**src/hdl/egu_pkg.sv**
```systemverilog
package egu_pkg;
  localparam int NUM_EVT = 16;
  localparam logic [11:0] OFF_TRIGGER_BASE = 12'h000;
  localparam logic [11:0] OFF_TRIGGER_LAST = 12'h03c;
  localparam logic [11:0] OFF_FLAG_BASE = 12'h100;
  localparam logic [11:0] OFF_FLAG_LAST = 12'h13c;
  localparam logic [11:0] OFF_IRQ_EN = 12'h300;
  localparam logic [11:0] OFF_IRQ_SET = 12'h304;
  localparam logic [11:0] OFF_IRQ_CLR = 12'h308;
  localparam logic [15:0] RST_IRQ_EN = 16'h0000;
  localparam logic [31:0] RD_UNMAPPED = 32'h0000_0000;
  localparam int IRQ_LATENCY_CYC = 1;
endpackage

```
**src/hdl/egu_flag_bit.sv**
```systemverilog
`timescale 1ns/1ps
`default_nettype none
// One sticky fired-event flag; a fire in the clearing cycle wins
module egu_flag_bit (
  input wire logic i_sys_clk,
  input wire logic i_rst_n,
  input wire logic i_fire,
  input wire logic i_clr,
  output logic o_flag
);
  logic flag_q;
  logic flag_d;
  assign flag_d = i_fire | (flag_q & ~i_clr);
  always_ff @(posedge i_sys_clk) begin
    if (!i_rst_n) begin
      flag_q <= 1'b0;
    end else begin
      flag_q <= flag_d;
    end
  end
  assign o_flag = flag_q;
endmodule
`default_nettype wire

```
**src/hdl/egu_irq_reg.sv**
```systemverilog
`timescale 1ns/1ps
`default_nettype none
// Sixteen interrupt enables with direct, set and clear write views
module egu_irq_reg (
  input wire logic i_sys_clk,
  input wire logic i_rst_n,
  input wire logic i_wr_direct,
  input wire logic i_wr_set,
  input wire logic i_wr_clr,
  input wire logic [15:0] i_wdata,
  output logic [15:0] o_enable
);
  logic [15:0] en_q;
  logic [15:0] en_d;
  assign en_d = i_wr_direct ? i_wdata :
                i_wr_set ? (en_q | i_wdata) :
                i_wr_clr ? (en_q & ~i_wdata) : en_q;
  always_ff @(posedge i_sys_clk) begin
    if (!i_rst_n) begin
      en_q <= egu_pkg::RST_IRQ_EN;
    end else begin
      en_q <= en_d;
    end
  end
  assign o_enable = en_q;
endmodule
`default_nettype wire

```
**src/hdl/egu_top.sv**
```systemverilog
// The Avalon-MM interface to the registers is this design's own decision.
`timescale 1ns/1ps
`default_nettype none
////////////////////////////////////////////////////////////////////////////////
// Summary of operation
// - Writing 1 to an enable-set bit turns that event's interrupt enable on; partial-word writes are ignored.
// - Writing 1 to an enable-clear bit turns that event's interrupt enable off; partial-word writes are ignored.
// - Reading enable-set or enable-clear returns current enables, same positions.
// - Enables sit in bits 0 to 15, bit n for event n; upper bits read zero.
// - After reset all sixteen enables are cleared.
// - Firing trigger task n sets fired-event flag n; sixteen pairs exist.
// - Combined enable register writes enables directly and mirrors set/clear views; partial-word writes are ignored.
// - Interrupt rises one clock after an enabled fired-event flag sets.
module egu_top (
  input wire logic i_sys_clk,
  input wire logic i_rst_n,
  input wire logic [11:0] i_avs_address,
  input wire logic i_avs_read,
  input wire logic i_avs_write,
  input wire logic [31:0] i_avs_writedata,
  input wire logic [3:0] i_avs_byteenable,
  input wire logic [15:0] i_trigger,
  output logic [31:0] o_avs_readdata,
  output logic o_avs_waitrequest,
  output logic [15:0] o_fired_event,
  output logic o_irq
);
  ////////////////////////////////////////////////////////////////////////////////
  // Bus handshake: every access takes exactly one wait cycle
  typedef enum logic [1:0] {
    EGU_IDLE = 2'b00,
    EGU_ACK = 2'b01
  } egu_state_e;

  egu_state_e state_q;
  egu_state_e state_d;
  logic [31:0] rdata_q;
  logic [31:0] rdata_d;
  logic irq_q;
  logic [15:0] enable;
  logic [15:0] flag;
  wire req = i_avs_read | i_avs_write;
  wire accept = req & (state_q == EGU_ACK);
  wire wr_acc = accept & i_avs_write;
  wire full_word = &i_avs_byteenable;
  wire [15:0] wdata16 = i_avs_writedata[15:0];
  wire [11:0] addr = {i_avs_address[11:2], 2'b00};
  wire hit_en = addr == egu_pkg::OFF_IRQ_EN;
  wire hit_set = addr == egu_pkg::OFF_IRQ_SET;
  wire hit_clr = addr == egu_pkg::OFF_IRQ_CLR;
  wire hit_trig = (addr >= egu_pkg::OFF_TRIGGER_BASE) && (addr <= egu_pkg::OFF_TRIGGER_LAST);
  wire hit_flag = (addr >= egu_pkg::OFF_FLAG_BASE) && (addr <= egu_pkg::OFF_FLAG_LAST);
  wire [3:0] idx = addr[5:2];
  wire [15:0] idx_dec = 16'h0001 << idx;
  // Partial-word writes to enable views ignored to keep fields atomic
  wire wr_en = wr_acc & full_word & hit_en;
  wire wr_set = wr_acc & full_word & hit_set;
  wire wr_clr = wr_acc & full_word & hit_clr;
  // Task write of 1 in bit 0 fires; flag write of 0 clears
  wire [15:0] sw_fire = (wr_acc & hit_trig & i_avs_writedata[0]) ? idx_dec : 16'h0000;
  wire [15:0] sw_clr = (wr_acc & hit_flag & ~i_avs_writedata[0]) ? idx_dec : 16'h0000;
  wire [15:0] fire = sw_fire | i_trigger;

  ////////////////////////////////////////////////////////////////////////////////
  // Enables and flags
  egu_irq_reg u_en (
    .i_sys_clk(i_sys_clk),
    .i_rst_n(i_rst_n),
    .i_wr_direct(wr_en),
    .i_wr_set(wr_set),
    .i_wr_clr(wr_clr),
    .i_wdata(wdata16),
    .o_enable(enable)
  );

  genvar g;
  generate
    for (g = 0; g < egu_pkg::NUM_EVT; g++) begin : g_flag
      egu_flag_bit u_flag (
        .i_sys_clk(i_sys_clk),
        .i_rst_n(i_rst_n),
        .i_fire(fire[g]),
        .i_clr(sw_clr[g]),
        .o_flag(flag[g])
      );
    end
  endgenerate

  ////////////////////////////////////////////////////////////////////////////////
  // Read mux; all three enable views read the same state
  wire [31:0] rd_en = {16'h0000, enable};
  wire [31:0] rd_flag = {31'h0000_0000, flag[idx]};
  assign rdata_d = (hit_en | hit_set | hit_clr) ? rd_en :
                   hit_flag ? rd_flag : egu_pkg::RD_UNMAPPED;

  always_comb begin
    case (state_q)
      EGU_IDLE: state_d = req ? EGU_ACK : EGU_IDLE;
      EGU_ACK: state_d = EGU_IDLE;
      default: state_d = EGU_IDLE;
    endcase
  end

  always_ff @(posedge i_sys_clk) begin
    if (!i_rst_n) begin
      state_q <= EGU_IDLE;
      rdata_q <= 32'h0000_0000;
      irq_q <= 1'b0;
    end else begin
      state_q <= state_d;
      rdata_q <= rdata_d;
      irq_q <= |(flag & enable);
    end
  end

  // Read data registered in IDLE, stands at the accepting edge
  assign o_avs_readdata = rdata_q;
  assign o_avs_waitrequest = ~(state_q == EGU_ACK);
  assign o_fired_event = flag;
  assign o_irq = irq_q;
endmodule
`default_nettype wire

```
**config.mk**
```make
export PLATFORM = sky130hd
export DESIGN_NAME = egu_top
export DESIGN_NICKNAME = d
export VERILOG_FILES = /design/src/hdl/egu_pkg.sv /design/src/hdl/egu_flag_bit.sv /design/src/hdl/egu_irq_reg.sv /design/src/hdl/egu_top.sv
export SDC_FILE = /design/constraint.sdc
export NUM_CORES = 1
export LEC_CHECK = 0
export ABC_AREA = 1
export BUFFER_PORTS_ARGS = -buffer_cell sky130_fd_sc_hd__buf_2
export CAP_MARGIN = 20
export CORE_AREA = 2 2 92 94
export CTS_CLUSTER_DIAMETER = 100
export DETAILED_ROUTE_END_ITERATION = 6
export DIE_AREA = 0 0 94 96
export GPL_ROUTABILITY_DRIVEN = 1
export HOLD_SLACK_MARGIN = 0.03
export MAX_ROUTING_LAYER = met4
export PLACE_DENSITY = 0.61
export SLEW_MARGIN = 10
export SYNTH_ARGS = -nofsm -noshare
export SYNTH_HDL_FRONTEND = slang
export SYNTH_SLANG_ARGS = --single-unit
```
**constraint.sdc**
```tcl
create_clock -name i_sys_clk -period 3.2 [get_ports i_sys_clk]
set_clock_uncertainty 0.2 [all_clocks]
set_input_delay 0.16 -clock i_sys_clk [delete_from_list [all_inputs] [get_ports i_sys_clk]]
set_output_delay 0.16 -clock i_sys_clk [all_outputs]
set_load 0.05 [all_outputs]
```
==> metrics.csv, run 1 <==
metric,value,unit
status,"finished, final reports clean",
Final Hold Viols,0,
"Max FO, Critical Path",16,
first-pass GRT wire length,12470,µm
Min-Delay Path Class,in -> reg,
CTS tree,built,
area delta synth->final,27.62,%
synth unique cells,26,
share of cells above drive strength 1,20.76,%
sequential share of the synthesized area,36.40,%
Vias,2760,
Least-Margin Pin Slew,0.7591,ns
post-synthesis compound-gate area fraction,15.74,%
mapped cell area,0.002750,mm²
Top Ports,118,
Rel. slew slack,49.24,%
crit path kind,in -> reg,
post-CTS setup repair buffer count,0,
GRT overflow,0,
hold slack,0.1128,ns
DIE WIDTH,94,µm
DR iter-0 viols,145,
worst hold start,i_avs_address[8],
Lkg Pwr,1.525,nW
Via density,4.547,
CP cell instances,"dlygate4sd3_1, buf_2, nand2_1, nor2_1, nand4_1, nor2_1, o21bai_1",
Max rail drop VDD,0.1700,mV
Port Buffers,83,
worst r2r dst,g_flag[14].u_flag.o_flag,
antenna violations before repair,1,
FMAX,0.4872,GHz
"flops & latches, synth",50,
ys flop type,dfxtp_1,
die area,0.009024,mm²
post-synthesis adder-cell area fraction,0,%
Synth warnings,0,
Synth area leader,dfxtp_1,
worst stage delay on the critical path,0.62,ns
First-pass DRT Iterations,4,
vias in the first global route,2602,
post-DP HPWL,5784,µm
# rows,33,
RR Startpoint,state_q[0],
WHS Path Cells,5,
mean post-synth cell area,6.841,µm²
Simple-Gate Fraction of Synth Area,31.03,%
"Req. time, crit path",3.24,ns
initial core utilization,34.16,%
final setup TNS,0,ns
crit start category,input pin,
CTS root buf,clkbuf_8,
XOR/XNOR share of the synthesized area,0,%
Avg WL per Cell,12.89,µm
worst skew pair latency,0.31,ns
Area contributors post-synth,"dfxtp_1 36%, nand2_1 12%, a21oi_1 9.1%",
most frequent cells in the layout,"89 x nand2_1, 83 x buf_2, 55 x nor2_1",
Core ar.,0.008051,mm²
fin nets,568,
Worst Hold End,o_avs_readdata[0],
largest family of logic cells by synthesized area,simple AND/OR/NAND/NOR gates,
crit path time final,2.052,ns
Setup crit end kind,flip-flop,
cells after synthesis,402,
worst-case clock buffer depth,2,
GRT Util Overall,17.92,%
MaxCap Viol Count,0,
largest net degree at the start of global routing,22,
Post-DRT Antenna Nets,0,
async set-or-reset flop fraction in the synthesized netlist,0,%
"Reg clk slew, reported paths",0.09,ns
worst path bufs/invs,2,
endpoints failing setup,0,
setup ws final,1.148,ns
RSZ-0062 raised after global routing,false,
R2R Setup Slk,1.42,ns
Final Max Slew Viols,0,
dpl ws,1.290,ns
Arrival @ worst endpoint,2.10,ns
"commonest non-fill, non-tap cell in the layout",nand2_1,
"EDFF count, synth",0,
TritonCTS Buffers,5,
final core occ,43.59,%
final total power,0.001321,W
Die Ht,96,µm
clk sinks,50,
H-Tree Depth,2,
gpl congestion,0.8845,
Crit-path slowest cell,nand4_1,
post-synth top area share,36.40,%
fin crit share,64.14,%
Worst R2R Path Depth,6,
# DRC,0,
cell family with most CP delay,simple AND/OR/NAND/NOR gates,
final WL,7826,µm
mux cell area share after synthesis,0,%
Pwr Density,376.4,mW/mm²
CP dominant cell by count,nor2_1,
[per-stage QoR]
stage	instance area, µm²	instances
after floorplan	2806	417
after global placement	3052	562
after detailed placement	3052	562
after CTS	3507	606
after global routing	3510	607
final	3510	607
[area by class of cell]
type / instances / area [µm²]
Clock buffer: 6 / 82.58
Sequential cell: 50 / 1001
Multi-Input combinational cell: 284 / 1346
Inverter: 38 / 142.6
Timing Repair Buffer: 121 / 790.8
Fill cell: 870 / 4542
Antenna cell: 1 / 2.502
Clock inverter: 2 / 12.51
Tap cell: 105 / 131.4
[worst register-to-register path, stage by stage (launching register included)]
cell,delay (ns)
dfxtp_1,0.35
nand2_1,0.10
inv_1,0.08
nand3_1,0.09
nor2_2,0.56
a21oi_1,0.15
a21oi_1,0.17
[how the worst max path moves through the flow]
stage	from	endpoint	slack [ns]	depth (start not counted)
finish	i_avs_address[9]	o_avs_readdata[0]	1.15	7
global route	i_avs_address[9]	o_avs_readdata[0]	0.86	7
floorplan	state_q[0]	g_flag[11].u_flag.o_flag	1.80	6
detailed placement	i_avs_address[5]	o_avs_readdata[0]	1.29	7
CTS	i_avs_address[9]	o_avs_readdata[0]	1.11	7
global placement	i_avs_address[5]	o_avs_readdata[0]	1.30	7
[power by group]
group	total, W	leakage (nW)	switching [W]	internal, W
Combinational	0.000275	1.07	0.000184	0.0000912
Sequential	0.000655	0.408	0.0000182	0.000637
Clock	0.000391	0.0472	0.000216	0.000174
Total	0.00132	1.53	0.000418	0.000903
[cell families (layout without fill, tap and decap cells)]
family | Yosys count | count (layout)
AOI/OAI and AO/OA | 75 | 75
buffers and inverters | 83 | 167
DFF | 50 | 50
other | 1 | 17
and+or+nand+nor | 193 | 193
[per-layer routing]
metal  routed length [µm]  global-route usage (%)  up-vias
met5                    0                       -        -
met4                  115                   5.435        0
met3                  530                   3.759       10
met2                 3477                   28.63      100
met1                 3702                   22.94     1213
li1                     -                       -     1437
[Yosys cell counts (all sizes together) (2+ instances only)]
library cell	instances
nand2	90
nor2	59
a21oi	51
dfxtp	50
buf	42
nand3	38
inv	36
o21bai	17
o21ai	6
clkbuf	3
clkinv	2
nand4	2
nor3	2
[repair_timing]
item | in CTS | in global routing
hold buffers | 36 | 0
resized for setup | 0 | 0
endpoints found under the hold margin | 35 | 0
No activity file was read; power rests on OpenSTA's default activity.
==> run 2, diff against run 1 <==
==> constraint.sdc (replaced) <==
create_clock -name i_sys_clk -period 2 [get_ports i_sys_clk]
set_clock_uncertainty 0.2 [all_clocks]
set_input_delay 0.1 -clock i_sys_clk [delete_from_list [all_inputs] [get_ports i_sys_clk]]
set_output_delay 0.1 -clock i_sys_clk [all_outputs]
set_load 0.05 [all_outputs]
==> run 2 against run 1 <==
Register-to-register slack got worse by 1.1 ns. Combinational power increased by 60%. Cell area increased by 1.5%. Via count increased by 1.6%. Non-clock buffer count increased by 5. Critical path depth increased by 2. Sequential cell count unchanged. Die area unchanged. Sequential share of layout area decreased by 0.43 points. Clock power increased by 79%. Sequential power increased by 60%.
==> metrics.csv, run 2 (synthesis results as in run 1) <==
metric,value,unit,change
status,"finished, final reports clean",,
first-pass GRT wire length,12680,µm,+1.7%
Avg WL per Cell,12.75,µm,-1.1%
Rel. slew slack,64.53,%,+15 points
gpl congestion,0.9076,,+2.6%
FMAX,0.5636,GHz,
placed inst area,0.003089,mm²,+1.2%
hold slack,0.09809,ns,-0.01476 ns
DIE WIDTH,94,µm,unchanged
CP dominant cell by count,nand2_1,,
Filler cells,836,,-3.9%
First-pass DRT Iterations,4,,unchanged
antenna violations before repair,2,,+1
post-DP HPWL,5691,µm,-1.6%
Die Ht,96,µm,unchanged
Min-Delay Path Class,in -> reg,,
Final Max Slew Viols,0,,unchanged
Port Buffers,83,,unchanged
crit path kind,in -> reg,,
final setup TNS,0,ns,unchanged
area delta synth->final,29.57,%,
fin crit share,88.71,%,
share of cells above drive strength 1,21.54,%,+0.78 points
Least-Margin Pin Slew,0.5315,ns,-0.2276 ns
endpoints failing setup,0,,unchanged
initial core utilization,34.16,%,unchanged
Arrival @ worst endpoint,1.75,ns,-0.35 ns
CTS tree,built,,
Pwr Density,614.6,mW/mm²,+63%
final WL,7815,µm,-0.14%
GRT Util Overall,18.17,%,+0.25 points
TritonCTS Buffers,5,,unchanged
# DRC,0,,unchanged
worst stage delay on the critical path,0.53,ns,-0.09 ns
Vias,2803,,+1.6%
worst skew pair latency,0.30,ns,about the same
area taken by multi-input logic gates,0.001346,mm²,unchanged
MaxCap Viol Count,0,,unchanged
Setup crit end kind,flip-flop,,
Max rail drop VDD,0.3168,mV,+86%
Final Hold Viols,0,,unchanged
clk sinks,50,,unchanged
Via density,4.573,,+0.56%
R2R Setup Slk,0.36,ns,-1.06 ns
worst-case clock buffer depth,2,,unchanged
CP cell instances,"dlygate4sd3_1, buf_2, nand2_1, nor2_1, nand3_1, nor2_4, nand2_1, nand2_1, a21oi_1",,
"Max FO, Critical Path",16,,unchanged
crit start category,input pin,,
vias in the first global route,2673,,+2.7%
DR iter-0 viols,122,,-16%
RSZ-0062 raised after global routing,false,,
"Reg clk slew, reported paths",0.09,ns,about the same
Lkg Pwr,1.559,nW,+2.2%
CTS root buf,clkbuf_8,,
fin nets,573,,+0.88%
crit path time final,1.774,ns,
Crit-path slowest cell,dlygate4sd3_1,,
Post-DRT Antenna Nets,0,,unchanged
"commonest non-fill, non-tap cell in the layout",nand2_1,,
die area,0.009024,mm²,unchanged
fin area,0.003563,mm²,+1.5%
# rows,33,,unchanged
largest net degree at the start of global routing,34,,+55%
Seq. cell area,0.001001,mm²,unchanged
"Req. time, crit path",1.98,ns,-1.26 ns
Core ar.,0.008051,mm²,unchanged
most frequent cells in the layout,"89 x nand2_1, 83 x buf_2, 55 x nor2_1",,
post-CTS setup repair buffer count,0,,unchanged
GRT overflow,0,,unchanged
H-Tree Depth,2,,unchanged
Top Ports,118,,unchanged
run 2: changes by cell type in the layout (fill, tap and decap cells not counted):
cell | previous run | this run
clkinv_2 | 1 | 2
buf_4 | 2 | 7
bufinv_16 | 0 | 1
clkinvlp_4 | 1 | 0
diode_2 | 1 | 2
clkbuf_8 | 6 | 5
run 2: through the flow:
| step | worst slack (ns) | utilization (%) | total power (W) | cells |
|---|---|---|---|---|
| floorplan | 0.5974 | - | 0.001389 | 417 |
| global placement | 0.4144 | 38.37 | 0.001452 | 567 |
| detailed placement | 0.3932 | 38.37 | 0.001457 | 567 |
| CTS | 0.2266 | 44.20 | 0.002212 | 611 |
| global route | 0.1214 | 44.26 | 0.002291 | 613 |
| finish | 0.2258 | 44.26 | 0.002190 | 613 |
run 2: where the power goes:
| part | switching, W | leakage (nW) | internal (W) |
|---|---|---|---|
| clock | 0.000332 | 0.0579 | 0.000369 |
| combinational | 0.000293 | 1.09 | 0.000147 |
| sequential | 0.0000290 | 0.408 | 0.00102 |
| total | 0.000655 | 1.56 | 0.00154 |
run 2: repair_timing:
item / in CTS / in global routing
gates resized for setup: 0 / 0
hold endpoints to repair: 35 / 0
hold buffers: 36 / 0
run 2: cell type report:
type | instances | share of cell area, %
diodes | 2 | 0.1404
clock buffers | 5 | 1.931
clock inverters | 3 | 1.124
inverters | 38 | 4.003
multi-input cells | 284 | 37.78
flip-flops and latches | 50 | 28.09
well taps | 105 | 3.687
repair buffers | 126 | 23.24
run 2: final timing paths:
| kind | start | end | cells past startpoint |
|---|---|---|---|
| worst min register to register | state_q[0] | state_q[0] | 1 |
| worst max register to register | state_q[0] | flip-flop | 6 |
| worst max-delay path | i_avs_address[9] | flip-flop | 9 |
| worst min-delay path | i_avs_address[6] | flip-flop | 6 |
run 2: metal layers:
metal  global-route usage, %  wire, µm  share of wire (%)  vias to the layer above
met5                       -         0                  0                        -
met1                   23.55      3605                 46                     1246
met4                   4.348        83                1.1                        0
li1                        -         -                  -                     1443
met2                   29.64      3601                 46                      107
met3                   3.289       524                6.7                        7
run 2: critical path, delay by kind of cell:
family                 cells  cell delay, ns
AO/OA/AOI/OAI              1            0.05
buffers and inverters      2            0.69
AND/OR/NAND/NOR            6            0.90
